**src/core/mcp_map.svh**
```systemverilog
// Timing constants of the line codec, expressed at the core clock rate.
// Assumes a 100 MHz core clock that stands in for the 20 MHz oscillator.
`ifndef MCP_MAP_SVH
`define MCP_MAP_SVH

`define MCP_CLK_NS        10
`define MCP_BIT_NS        100
`define MCP_BIT_CYC       (`MCP_BIT_NS / `MCP_CLK_NS)
`define MCP_HALF_CYC      (`MCP_BIT_CYC / 2)
`define MCP_MID_GUARD_CYC ((`MCP_BIT_CYC * 3) / 4)
`define MCP_CRS_HOLD_CYC  ((`MCP_BIT_CYC * 3) / 2)
`define MCP_RXC_BITS      5
`define MCP_RXC_HOLD_CYC  (`MCP_CRS_HOLD_CYC + `MCP_RXC_BITS * `MCP_BIT_CYC)
`define MCP_HOLD_HIGH_NS  200
`define MCP_HOLD_HIGH_CYC ((`MCP_HOLD_HIGH_NS + `MCP_CLK_NS - 1) / `MCP_CLK_NS)
`define MCP_COL_MIN_NS    40
`define MCP_COL_MIN_CYC   ((`MCP_COL_MIN_NS + `MCP_CLK_NS - 1) / `MCP_CLK_NS)
`define MCP_COL_MAX_NS    58
`define MCP_COL_MAX_CYC   (`MCP_COL_MAX_NS / `MCP_CLK_NS + 1)

`endif

```
**src/core/mcp_pkg.sv**
```systemverilog
// Types shared by the line codec.
// Assumes mcp_map.svh supplies the timing constants.
package mcp_pkg;

  typedef enum logic [2:0] {
    MCP_IDLE = 3'b001,
    MCP_SEND = 3'b010,
    MCP_HOLD = 3'b100
  } mcp_tx_state_t;

endpackage : mcp_pkg

```
**src/core/mcp_codec.sv**
```systemverilog
// Manchester line codec: encoder, decoder, collision translator, loopback.
// Assumes all pin inputs are asynchronous to CORE_CLK_I.
`timescale 1ns/100ps
`include "mcp_map.svh"

module mcp_codec
  import mcp_pkg::*;
(
  // Clock and reset
  input  wire logic CORE_CLK_I,
  input  wire logic RSTN_I,
  // Controller transmit side
  input  wire logic SEND_DATA_I,
  input  wire logic SEND_GATE_I,
  output logic      SEND_BIT_CLOCK_O,
  // Mode pins
  input  wire logic IDLE_SEL_I,
  input  wire logic LOOP_RETURN_ENABLE_I,
  // Controller receive side
  output logic      RECV_DATA_O,
  output logic      RECOVERED_BIT_CLOCK_O,
  output logic      CARRIER_PRESENT_O,
  output logic      CLASH_DETECT_O,
  // Line side
  input  wire logic RX_POS_I,
  input  wire logic RX_NEG_I,
  input  wire logic CLASH_IN_POS_I,
  input  wire logic CLASH_IN_NEG_I,
  output logic      TX_POS_O,
  output logic      TX_NEG_O
);

  logic [7:0]    sync1;
  logic [7:0]    sync2;
  logic          data_s, gate_s, sel_s, loop_s;
  logic          rx_s, col_s;
  // Encoder state
  mcp_tx_state_t state, next_state;
  logic [3:0]    tx_phase, next_tx_phase;
  logic [4:0]    hold_cnt, next_hold_cnt;
  logic          cur_bit, next_cur_bit;
  logic          tx_pos, next_tx_pos;
  logic          tx_neg, next_tx_neg;
  logic          tick, enc_lvl;
  // Decoder state
  logic          rx_prev, rx_lvl, rx_edge, mid;
  logic [6:0]    since, next_since;
  logic [3:0]    rx_phase, next_rx_phase;
  logic          carrier, next_carrier;
  logic          run, next_run;
  logic          rxd, next_rxd;
  // Collision state
  logic          col_prev, col_edge, col_good;
  logic [3:0]    gap, next_gap;
  logic [1:0]    good_cnt, next_good_cnt;
  logic          col, next_col;

  // Two stage synchroniser for every pin input
  always_ff @(posedge CORE_CLK_I or negedge RSTN_I) begin
    if (!RSTN_I) begin
      sync1 <= 8'h00;
      sync2 <= 8'h00;
    end else begin
      sync1 <= {SEND_DATA_I, SEND_GATE_I, IDLE_SEL_I, LOOP_RETURN_ENABLE_I,
                RX_POS_I, RX_NEG_I, CLASH_IN_POS_I, CLASH_IN_NEG_I};
      sync2 <= sync1;
    end
  end

  assign data_s = sync2[7];
  assign gate_s = sync2[6];
  assign sel_s  = sync2[5];
  assign loop_s = sync2[4];
  // Line inputs are ignored in loopback
  assign rx_s   = !loop_s && sync2[3] && !sync2[2];
  assign col_s  = !loop_s && sync2[1] && !sync2[0];
  // Encoder
  assign tick    = (tx_phase == 4'(`MCP_BIT_CYC - 1));
  assign enc_lvl = (state == MCP_SEND) ?
                   ((tx_phase < 4'(`MCP_HALF_CYC)) ? !cur_bit : cur_bit)
                   : 1'b1;
  always_comb begin
    next_state    = state;
    next_cur_bit  = cur_bit;
    next_hold_cnt = hold_cnt;
    next_tx_phase = tick ? 4'h0 : tx_phase + 4'h1;
    if (state == MCP_HOLD && hold_cnt != 5'h00) begin
      next_hold_cnt = hold_cnt - 5'h01;
    end
    case (state)
      MCP_IDLE: begin
        if (tick && gate_s) begin
          next_state   = MCP_SEND;
          next_cur_bit = data_s;
        end
      end
      MCP_SEND: begin
        if (tick && gate_s) begin
          next_cur_bit = data_s;
        end else if (tick) begin
          next_state    = MCP_HOLD;
          next_hold_cnt = 5'(`MCP_HOLD_HIGH_CYC - 1);
        end
      end
      MCP_HOLD: begin
        if (tick && gate_s) begin
          next_state   = MCP_SEND;
          next_cur_bit = data_s;
        end else if (hold_cnt == 5'h00) begin
          next_state = MCP_IDLE;
        end
      end
      default: begin
        next_state = MCP_IDLE;
      end
    endcase
    if (loop_s || next_state == MCP_IDLE) begin
      next_tx_pos = !sel_s;
      next_tx_neg = 1'b0;
    end else begin
      next_tx_pos = enc_lvl;
      next_tx_neg = !enc_lvl;
    end
  end

  always_ff @(posedge CORE_CLK_I or negedge RSTN_I) begin
    if (!RSTN_I) begin
      state    <= MCP_IDLE;
      tx_phase <= 4'h0;
      hold_cnt <= 5'h00;
      cur_bit  <= 1'b0;
      tx_pos   <= 1'b0;
      tx_neg   <= 1'b0;
    end else begin
      state    <= next_state;
      tx_phase <= next_tx_phase;
      hold_cnt <= next_hold_cnt;
      cur_bit  <= next_cur_bit;
      tx_pos   <= next_tx_pos;
      tx_neg   <= next_tx_neg;
    end
  end

  // Decoder: an edge at least three quarters of a bit after the last
  // mid cell edge is the next mid cell edge; boundary edges are skipped
  assign rx_lvl  = loop_s ? enc_lvl : rx_s;
  assign rx_edge = rx_lvl ^ rx_prev;
  assign mid     = rx_edge &&
                   (!carrier || since >= 7'(`MCP_MID_GUARD_CYC));
  always_comb begin
    next_since    = (since == 7'h7F) ? since : since + 7'h01;
    next_rx_phase = (rx_phase == 4'(`MCP_BIT_CYC - 1)) ?
                    4'h0 : rx_phase + 4'h1;
    next_carrier  = carrier;
    next_run      = run;
    next_rxd      = rxd;
    if (mid) begin
      next_since    = 7'h00;
      next_rx_phase = 4'h0;
      next_carrier  = 1'b1;
      next_run      = 1'b1;
      next_rxd      = rx_lvl;
    end else begin
      if (since >= 7'(`MCP_CRS_HOLD_CYC)) begin
        next_carrier = 1'b0;
      end
      if (since >= 7'(`MCP_RXC_HOLD_CYC)) begin
        next_run = 1'b0;
      end
    end
  end

  always_ff @(posedge CORE_CLK_I or negedge RSTN_I) begin
    if (!RSTN_I) begin
      rx_prev  <= 1'b0;
      since    <= 7'h7F;
      rx_phase <= 4'h0;
      carrier  <= 1'b0;
      run      <= 1'b0;
      rxd      <= 1'b0;
    end else begin
      rx_prev  <= rx_lvl;
      since    <= next_since;
      rx_phase <= next_rx_phase;
      carrier  <= next_carrier;
      run      <= next_run;
      rxd      <= next_rxd;
    end
  end

  // Collision translator: edges spaced as a 10 MHz half period
  assign col_edge = col_s ^ col_prev;
  assign col_good = col_edge &&
                    (gap >= 4'(`MCP_COL_MIN_CYC - 1)) &&
                    (gap <= 4'(`MCP_COL_MAX_CYC - 1));
  always_comb begin
    next_gap      = (gap == 4'hF) ? gap : gap + 4'h1;
    next_good_cnt = good_cnt;
    next_col      = col;
    if (col_edge) begin
      next_gap = 4'h0;
    end
    if (col_good) begin
      next_good_cnt = (good_cnt == 2'h3) ? good_cnt : good_cnt + 2'h1;
      if (good_cnt != 2'h0) begin
        next_col = 1'b1;
      end
    end else if (col_edge || gap >= 4'(`MCP_COL_MAX_CYC)) begin
      next_good_cnt = 2'h0;
      next_col      = 1'b0;
    end
  end

  always_ff @(posedge CORE_CLK_I or negedge RSTN_I) begin
    if (!RSTN_I) begin
      col_prev <= 1'b0;
      gap      <= 4'hF;
      good_cnt <= 2'h0;
      col      <= 1'b0;
    end else begin
      col_prev <= col_s;
      gap      <= next_gap;
      good_cnt <= next_good_cnt;
      col      <= next_col;
    end
  end

  assign SEND_BIT_CLOCK_O      = (tx_phase < 4'(`MCP_HALF_CYC));
  assign TX_POS_O              = tx_pos;
  assign TX_NEG_O              = tx_neg;
  assign RECV_DATA_O           = rxd;
  // Rising edge lands mid way between two data updates
  assign RECOVERED_BIT_CLOCK_O = run &&
                                 (rx_phase >= 4'(`MCP_HALF_CYC));
  assign CARRIER_PRESENT_O     = carrier;
  assign CLASH_DETECT_O        = col;
endmodule : mcp_codec

```
**config.mk**
```make
export PLATFORM = sky130hd
export DESIGN_NAME = mcp_codec
export DESIGN_NICKNAME = d
export VERILOG_FILES = /design/src/core/mcp_pkg.sv /design/src/core/mcp_codec.sv
export VERILOG_INCLUDE_DIRS = /design/src /design/src/core
export SDC_FILE = /design/constraint.sdc
export NUM_CORES = 1
export LEC_CHECK = 0
export BUFFER_PORTS_ARGS = -buffer_cell sky130_fd_sc_hd__buf_2
export CORE_MARGIN = 2
export CORE_UTILIZATION = 27
export DETAILED_ROUTE_END_ITERATION = 10
export GPL_TIMING_DRIVEN = 0
export MAX_ROUTING_LAYER = met4
export RECOVER_POWER = 25
export SLEW_MARGIN = 10
export SYNTH_ARGS = -nofsm -noshare
export SYNTH_HDL_FRONTEND = slang
export SYNTH_SLANG_ARGS = --single-unit
```
**constraint.sdc**
```tcl
create_clock -name CORE_CLK_I -period 2.4 [get_ports CORE_CLK_I]
set_input_delay 0.12 -clock CORE_CLK_I [delete_from_list [all_inputs] [get_ports CORE_CLK_I]]
set_output_delay 0.12 -clock CORE_CLK_I [all_outputs]
set_load 0.005 [all_outputs]
```
==> results.json, run 1 <==
{
  "status": "completed",
  "yosys.area.top_type": "dfrtp_1",
  "die_w_um": 102.1,
  "ys_types": 55,
  "worstPathMaxFanout": 10,
  "final-setup-viol-count": 0,
  "fin_skew_ps": 9.477,
  "synth.avg_cell_area_um2": 11.34,
  "slew_headroom_pct": 11.49,
  "seqPwrFrac_pct": 50.8,
  "power_leakage_nw": 1.290,
  "required_ps": 2580,
  "netlist_area_um2": 2596,
  "start_util_pct": 27.96,
  "gp_congestion": 0.7876,
  "multiInputGateArea_um2": 1126,
  "final-max-slew-violation-count": 0,
  "worstMarginPinSlew_ps": 1328,
  "grt_pass1_vias": 1718,
  "synth_seq_area_share_pct": 52.63,
  "die_area_um2": 10420,
  "clk_latency_ps": 300,
  "max_freq_mhz": 495.0,
  "ys_warn_count": 0,
  "syn-instance-count": 229,
  "grt_usage_pct": 9.834,
  "grt-busiest-layer": "met2",
  "grt_pass1_wl_um": 8038,
  "synth_edf_count": 0,
  "cts-root-buf": "clkbuf_8",
  "post_cts_buffers": 0,
  "period_share_pct": 84.18,
  "gr-total-overflow": 0,
  "internal-power_mw": 1.712,
  "antenna_found_initial": 0,
  "cts_resized": 0,
  "use_met3_pct": 1.915,
  "startpoint_type": "flop",
  "fin_nets": 281,
  "layout.cells.non_filler": 391,
  "io_buffer_count": 16,
  "post-route-util_pct": 32.48,
  "n_antenna_cell": 0,
  "rsz0062_at_grt": "no",
  "dp.cells": 374,
  "ys_ff_latch": 54,
  "synth-main-ff-cell": "dfrtp_1",
  "cts_inserted_buffers": 5,
  "powerDensity_nw_per_um2": 864.2,
  "hold_slack_ps": 356.1,
  "std_cell_rows": 35,
  "cts_sinks": 54,
  "synthTopCellsByArea": "dfrtp_1, dfstp_2, ha_1",
  "power_mw": 2.606,
  "die-height_um": 102.1,
  "criticalPathCategory": "flop to flop",
  "dr.pass1.iters": 5,
  "num_io_pins": 17,
  "critical_path_arrival_ps": 2200,
  "met1_usage_pct": 12.94,
  "wirelength_um": 4481,
  "drtIter0Drc": 100,
  "dp_slack_ps": 377.1,
  "r2r_slack_ps": 380,
  "async_reset_ff_share_pct": 100.0,
  "area_delta_synth_final_pct": 16.14,
  "wl_per_cell_um": 11.46,
  "grt_max_degree": 55,
  "drcViolationCount": 0,
  "p_sw_share_pct": 34.29,
  "path_clk_slew_ps": 100,
  "register_area_um2": 1366,
  "p_clk_share_pct": 19.1,
  "cts_htree_levels": 2,
  "min_path_type": "flop to flop",
  "drive_gt1_share_pct": 21.37,
  "core_um2": 9284,
  "p_switching_uw": 893.5,
  "n_fill_cell": 975,
  "placed_cell_area_um2": 2838,
  "ir_drop_mv": 0.3724,
  "viasPerCell": 4.532,
  "ant_nets": 0,
  "clockBufferDepth": 2,
  "finalWorstSetupSlack_ps": 379.8,
  "final_hold_viol_count": 0,
  "maxCapViolations": 0,
  "cts_tree": "yes",
  "route.vias.total": 1772,
  "synth_top_area_share_pct": 40.48,
  "final_cell_area_um2": 3015,
  "syn-num-nets": 249,
  "grt_use_met2_pct": 15.54,
  "tns_ps": 0,
  "fin_crit_ps": 2020,
  "dpl.hpwl_um": 3128,
  "end_kind": "flop",
  "combPwrFrac_pct": 30.0
}
[logic make-up (layout without fill, tap and decap cells)]
group / after synthesis / count (layout) / share of synthesized area (%)
xor+xnor: 13 / 13 / 4.386
fa+ha+maj: 10 / 10 / 4.819
mux: 5 / 5 / 1.976
buf+inv: 20 / 53 / 4.000
compound gates: 39 / 39 / 11.76
simple gates: 88 / 88 / 20.43
flops: 54 / 54 / 52.63
[synth_stat cells (4+ instances only)]
| library cell | n |
|---|---|
| a31oi_1 | 7 |
| nor3_1 | 12 |
| xor2_1 | 6 |
| ha_1 | 10 |
| and3_1 | 5 |
| nand3_1 | 6 |
| dfrtp_1 | 42 |
| a21oi_1 | 7 |
| nor3b_1 | 7 |
| nand4_1 | 5 |
| nand2_1 | 17 |
| xnor2_1 | 7 |
| dfstp_2 | 12 |
| inv_1 | 13 |
| nor2_1 | 17 |
| mux2i_1 | 4 |
| o21ai_0 | 5 |
[flip-flops by register name, summed over array words and instances (netlist names)]
signal             flops
sync1                  8
sync2                  8
since                  7
hold_cnt               5
gap                    4
rx_phase               4
tx_phase               4
state                  3
good_cnt               2
CARRIER_PRESENT_O      1
CLASH_DETECT_O         1
RECV_DATA_O            1
TX_NEG_O               1
TX_POS_O               1
col_prev               1
cur_bit                1
run                    1
rx_prev                1
[placed cells by master, fill, tap and decap left out, types with 7 or more instances in the layout]
cell	instances
a21oi_1	7
a31oi_1	7
buf_2	16
dfrtp_1	42
dfstp_2	12
dlygate4sd3_1	9
ha_1	10
inv_1	13
nand2_1	17
nor2_1	17
nor3_1	12
nor3b_1	7
xnor2_1	7
[power groups by stage]
stage          clock [mW]  combinational [mW]  sequential (mW)
2_1_floorplan           0               0.606             1.29
3_3_place_gp            0               0.750             1.33
3_5_place_dp            0               0.780             1.34
4_1_cts             0.528               0.795             1.32
5_1_grt             0.568               0.882             1.36
6_report            0.499               0.783             1.32
[layout make-up]
cell class | count | area share, %
sequential | 54 | 45.31
multi-input combinational | 155 | 37.34
timing repair buffer | 25 | 5.643
tap | 129 | 5.353
clock buffer | 6 | 2.407
buffer | 7 | 1.826
inverter | 13 | 1.618
clock inverter | 2 | 0.4979
[critical path, stage by stage (launching register included)]
cell and delay, ps:
dfrtp_1 380, buf_6 130, or3b_4 430, a221oi_4 360
a211oi_2 180, or3_1 400
[repair_timing]
item | CTS | global route
hold endpoints to repair | 8 | 42
hold buffers | 8 | 1
setup endpoints to repair | 0 | 0
[layer usage]
metal / share of wire (%) / up-vias
li1: - / 875
met1: 48 / 870
met2: 47 / 23
met3: 3.1 / 4
met4: 1.0 / 0
met5: 0 / -
[final timing paths]
check	start	to	cells after the start
worst min-delay path	sync1[7]	sync2[7]	0
worst max register to register	state[2]	CARRIER_PRESENT_O	5
min in group asynchronous	RSTN_I	CARRIER_PRESENT_O	2
worst min register to register	sync1[7]	sync2[7]	0
max in group asynchronous	RSTN_I	hold_cnt[3]	2
worst max-delay path	state[2]	CARRIER_PRESENT_O	5
Power figures use the tool's default switching activity.
==> run 2: changes to the inputs <==
clock period = 2.1 ns   (was 2.4 ns; I/O delays follow)
==> results.json, run 2 (synthesized netlist as in run 1, its figures left out) <==
{
  "status": "completed",
  "die_w_um": 102.1,
  "dp.cells": 374,
  "dp_slack_ps": 77.08,
  "dr.pass1.iters": 5,
  "p_clk_share_pct": 19.1,
  "min_path_type": "flop to flop",
  "finalWorstSetupSlack_ps": 87.70,
  "area_delta_synth_final_pct": 17.01,
  "cts-root-buf": "clkbuf_8",
  "required_ps": 2290,
  "wirelength_um": 4512,
  "p_sw_share_pct": 34.50,
  "ant_nets": 0,
  "max_freq_mhz": 496.9,
  "dpl.hpwl_um": 3128,
  "fin_nets": 283,
  "drtIter0Drc": 92,
  "cts_tree": "yes",
  "grt_pass1_vias": 1718,
  "num_io_pins": 17,
  "grt_pass1_wl_um": 8038,
  "cts_sinks": 54,
  "path_clk_slew_ps": 100,
  "drive_gt1_share_pct": 21.97,
  "end_kind": "flop",
  "grt_max_degree": 55,
  "worstMarginPinSlew_ps": 1330,
  "critical_path_arrival_ps": 2200,
  "final_common_cell": "dfrtp_1",
  "std_cell_rows": 35,
  "final_hold_viol_count": 0,
  "fin_crit_ps": 2012,
  "seqPwrFrac_pct": 50.6,
  "gr-total-overflow": 0,
  "antenna_found_initial": 0,
  "gp_congestion": 0.7876,
  "p_switching_mw": 1.032,
  "grt_usage_pct": 9.834,
  "final-setup-viol-count": 0,
  "io_buffer_count": 16,
  "final_cell_mix": "dfrtp_1, nand2_1, nor2_1, buf_2, inv_1",
  "powerDensity_nw_per_um2": 984.6,
  "rsz0062_at_grt": "no",
  "criticalPathCategory": "flop to flop",
  "die_area_um2": 10420,
  "path_buf_inv": 2,
  "startpoint_type": "flop",
  "route.vias.total": 1783,
  "largestRegisters": "sync1: 8 flops, sync2: 8 flops, since: 7 flops",
  "crit_path_frequent_cell": "buf_6",
  "cts_inserted_buffers": 5,
  "layout.cells.non_filler": 393,
  "slowest_delay_ps": 430,
  "n_antenna_cell": 0,
  "combPwrFrac_pct": 30.2,
  "maxCapViolations": 0,
  "slowest_stage": "or3b_4",
  "clk_latency_ps": 300,
  "worstPathMaxFanout": 10,
  "clockBufferDepth": 2,
  "cts_htree_levels": 2,
  "internal-power_mw": 1.959,
  "drcViolationCount": 0,
  "period_share_pct": 95.82,
  "wl_per_cell_um": 11.48,
  "crit_family": "simple AND/OR/NAND/NOR gates",
  "power_leakage_nw": 1.298,
  "crit_chain": "buf_6, or3b_4, a221oi_4, and4b_4, buf_6, nor3_1",
  "viasPerCell": 4.537,
  "die-height_um": 102.1,
  "slew_headroom_pct": 11.36,
  "tns_ps": 0,
  "final-max-slew-violation-count": 0,
  "fin_skew_ps": 9.488,
  "start_util_pct": 27.96,
  "ir_drop_mv": 0.4291,
  "core_um2": 9284
}
[run 2: cell types whose count changed in the layout (fill, tap and decap cells not counted), sizes merged]
cell / before / now
buf: 20 / 22
[run 2: area by class of cell]
cell class	count	area (µm²)
clock inverters	2	15.01
repair buffers	27	185.2
flip-flops and latches	54	1366
well taps	129	161.4
plain buffers	7	55.05
inverters	13	48.80
fillers	972	6246
clock buffers	6	72.57
multi-input cells	155	1134
[run 2: power groups by stage]
stage | Clock [mW] | Sequential (mW) | Combinational [mW]
after floorplan | 0 | 1.48 | 0.693
after global placement | 0 | 1.52 | 0.857
after detailed placement | 0 | 1.53 | 0.891
after CTS | 0.603 | 1.51 | 0.908
after global routing | 0.649 | 1.55 | 1.02
final | 0.572 | 1.51 | 0.904
[run 2: per-layer routing]
metal | GRT usage (%) | vias up | share of wire, %
met4 | 2.769 | 0 | 1.0
met1 | 12.94 | 873 | 48
met5 | - | - | 0
met3 | 1.915 | 4 | 3.0
met2 | 15.54 | 25 | 48
li1 | - | 881 | -
[run 2: worst paths after layout]
path,startpoint,slack (ps),cells after the start,end
min in group asynchronous,RSTN_I,640,2,rx_prev
hold reg to reg,sync1[6],360,0,sync2[6]
max in group asynchronous,RSTN_I,660,2,hold_cnt[3]
setup reg to reg,state[2],90,6,rx_phase[2]
hold / removal,sync1[6],360,0,sync2[6]
setup / recovery,state[2],90,6,rx_phase[2]
[run 2: stage by stage]
step / utilization [%] / instance area [µm²] / power (mW) / hold WS, ps
after global routing: 32.72 / 3038 / 3.221 / 365.6
after detailed placement: 30.57 / 2838 / 2.424 / 214.3
after global placement: 30.57 / 2838 / 2.374 / 212.7
final: 32.72 / 3038 / 2.991 / 355.6
after CTS: 32.37 / 3005 / 3.024 / 85.80
after floorplan: - / 2596 / 2.171 / -190.6
[run 2: worst register-to-register path, stage by stage (launching register included)]
cell	delay [ps]
dfrtp_1	380
buf_6	130
or3b_4	430
a221oi_4	380
and4b_4	330
buf_6	180
nor3_1	70
[run 2: timing repair]
action | CTS | global route
hold buffers | 8 | 1
gates resized for setup | 0 | 1
setup endpoints to repair | 0 | 3
hold endpoints to repair | 8 | 42
setup buffers | 0 | 2
==> run 3: changes to the inputs <==
CORE_ASPECT_RATIO = 2   (was unset)
==> results.json, run 3 (synthesized netlist as in run 1, its figures left out) <==
{
  "final_cell_area_um2": 3072,
  "startpoint": "state[2]",
  "rsz0062_at_grt": "yes",
  "cts-root-buf": "clkbuf_16",
  "crit_path_frequent_cell": "buf_6",
  "dp_slack_ps": 30.88,
  "gp_congestion": 0.8020,
  "cts_inserted_buffers": 5,
  "fin_skew_ps": 5.642,
  "cts_sinks": 54,
  "route.vias.total": 1793,
  "die_w_um": 73.34,
  "r2r_slack_ps": 70,
  "slowest_stage": "or3b_4",
  "grt_pass1_vias": 1874,
  "layout.cells.non_filler": 367,
  "io_buffer_count": 16,
  "criticalPathCategory": "flop to flop",
  "gr-total-overflow": 0,
  "power_leakage_nw": 1.333,
  "final_hold_viol_count": 0,
  "fin_crit_ps": 2032,
  "fin_nets": 282,
  "required_ps": 2310,
  "dr.pass1.iters": 4,
  "viasPerCell": 4.886,
  "power_mw": 3.269,
  "status": "completed",
  "start_util_pct": 27.67,
  "slowest_delay_ps": 440,
  "clk_latency_ps": 290,
  "critical_path_arrival_ps": 2240,
  "ir_drop_mv": 0.5914,
  "die-height_um": 142.7,
  "end_kind": "flop",
  "die_area_um2": 10460,
  "area_delta_synth_final_pct": 18.31,
  "cts_htree_levels": 2,
  "final-setup-viol-count": 0,
  "std_cell_rows": 50,
  "worstPathMaxFanout": 10,
  "drtIter0Drc": 85,
  "largestRegisters": "sync1: 8 flops, sync2: 8 flops, since: 7 flops",
  "post-route-util_pct": 32.73,
  "n_antenna_cell": 0,
  "ant_nets": 0,
  "worstRegToRegCells": 6,
  "worstReg2RegEnd": "since[3]",
  "drive_gt1_share_pct": 22.05,
  "path_clk_slew_ps": 70,
  "startpoint_type": "flop",
  "cts_tree": "yes",
  "num_io_pins": 17,
  "grt_pass1_wl_um": 8680,
  "antenna_found_initial": 0,
  "grt_usage_pct": 10.75,
  "powerDensity_nw_per_um2": 1064,
  "placed_cell_area_um2": 2806,
  "wirelength_um": 4833,
  "wl_per_cell_um": 13.17,
  "maxCapViolations": 0,
  "slew_headroom_pct": 10.49,
  "dp.cells": 349,
  "clockBufferDepth": 2,
  "grt_max_degree": 55,
  "core_um2": 9384,
  "max_freq_mhz": 492.2,
  "finalWorstSetupSlack_ps": 68.36,
  "r2r-start": "state[2]",
  "min_path_type": "flop to flop",
  "endpoint": "since[3]",
  "final-max-slew-violation-count": 0,
  "period_share_pct": 96.74,
  "n_fill_cell": 969,
  "crit_chain": "buf_6, or3b_4, a221oi_4, a211oi_4, buf_6, nor4_4",
  "drcViolationCount": 0,
  "final_cell_mix": "dfrtp_1, nand2_1, nor2_1, buf_2, inv_1",
  "worstMarginPinSlew_ps": 1343,
  "final_common_cell": "dfrtp_1",
  "dpl.hpwl_um": 3497
}
-- run 3: metal layers --
| layer | vias to the layer above | routed length (µm) | GRT usage (%) |
|---|---|---|---|
| met5 | - | 0 | - |
| li1 | 875 | - | - |
| met2 | 22 | 2742 | 20.06 |
| met4 | 0 | 74 | 3.828 |
| met3 | 6 | 105 | 2.117 |
| met1 | 890 | 1911 | 10.69 |
-- run 3: worst min path at each step --
stage | to | slack (ps) | cells past startpoint | start
floorplan | CARRIER_PRESENT_O | -190 | 0 | RSTN_I
global placement | sync1[4] | 220 | 1 | LOOP_RETURN_ENABLE_I
detailed placement | sync1[3] | 210 | 1 | RX_POS_I
CTS | sync1[7] | 110 | 1 | RSTN_I
global route | sync2[6] | 350 | 0 | sync1[6]
finish | sync2[6] | 350 | 0 | sync1[6]
-- run 3: report_power, final --
| group | leakage [nW] | switching [mW] | internal (mW) | total (mW) |
|---|---|---|---|---|
| clock network | 0.0729 | 0.360 | 0.473 | 0.833 |
| registers | 0.639 | 0.234 | 1.29 | 1.52 |
| logic | 0.620 | 0.465 | 0.452 | 0.917 |
-- run 3: final cells by class --
| type | count | area (µm²) | share of cell area (%) |
|---|---|---|---|
| clock inverters | 2 | 12.51 | 0.4073 |
| repair buffers | 26 | 177.7 | 5.784 |
| well taps | 104 | 130.1 | 4.236 |
| multi-input cells | 155 | 1134 | 36.90 |
| plain buffers | 7 | 63.81 | 2.077 |
| clock buffers | 6 | 138.9 | 4.521 |
| inverters | 13 | 48.80 | 1.589 |
| flip-flops and latches | 54 | 1366 | 44.48 |
-- run 3: what timing repair did --
item | CTS | global route
hold buffers | 8 | 1
gates resized for setup | 0 | 3
endpoints found under the setup margin | 0 | 5
buffers inserted | 0 | 1
hold endpoints to repair | 8 | 42
-- run 3: critical path, delay by kind of cell, from the launching register on --
kind | cells | cell delay, ps
buffers and inverters | 2 | 330
AND/OR/NAND/NOR | 2 | 700
AO/OA/AOI/OAI | 2 | 530
flip-flops | 1 | 380
-- run 3: metrics by stage --
stage,hold slack (ps),TNS [ps]
3_3_place_gp,215.3,0
4_1_cts,105.0,0
6_report,346.7,0
5_1_grt,353.3,-10.64
3_5_place_dp,214.3,0
2_1_floorplan,-190.6,0
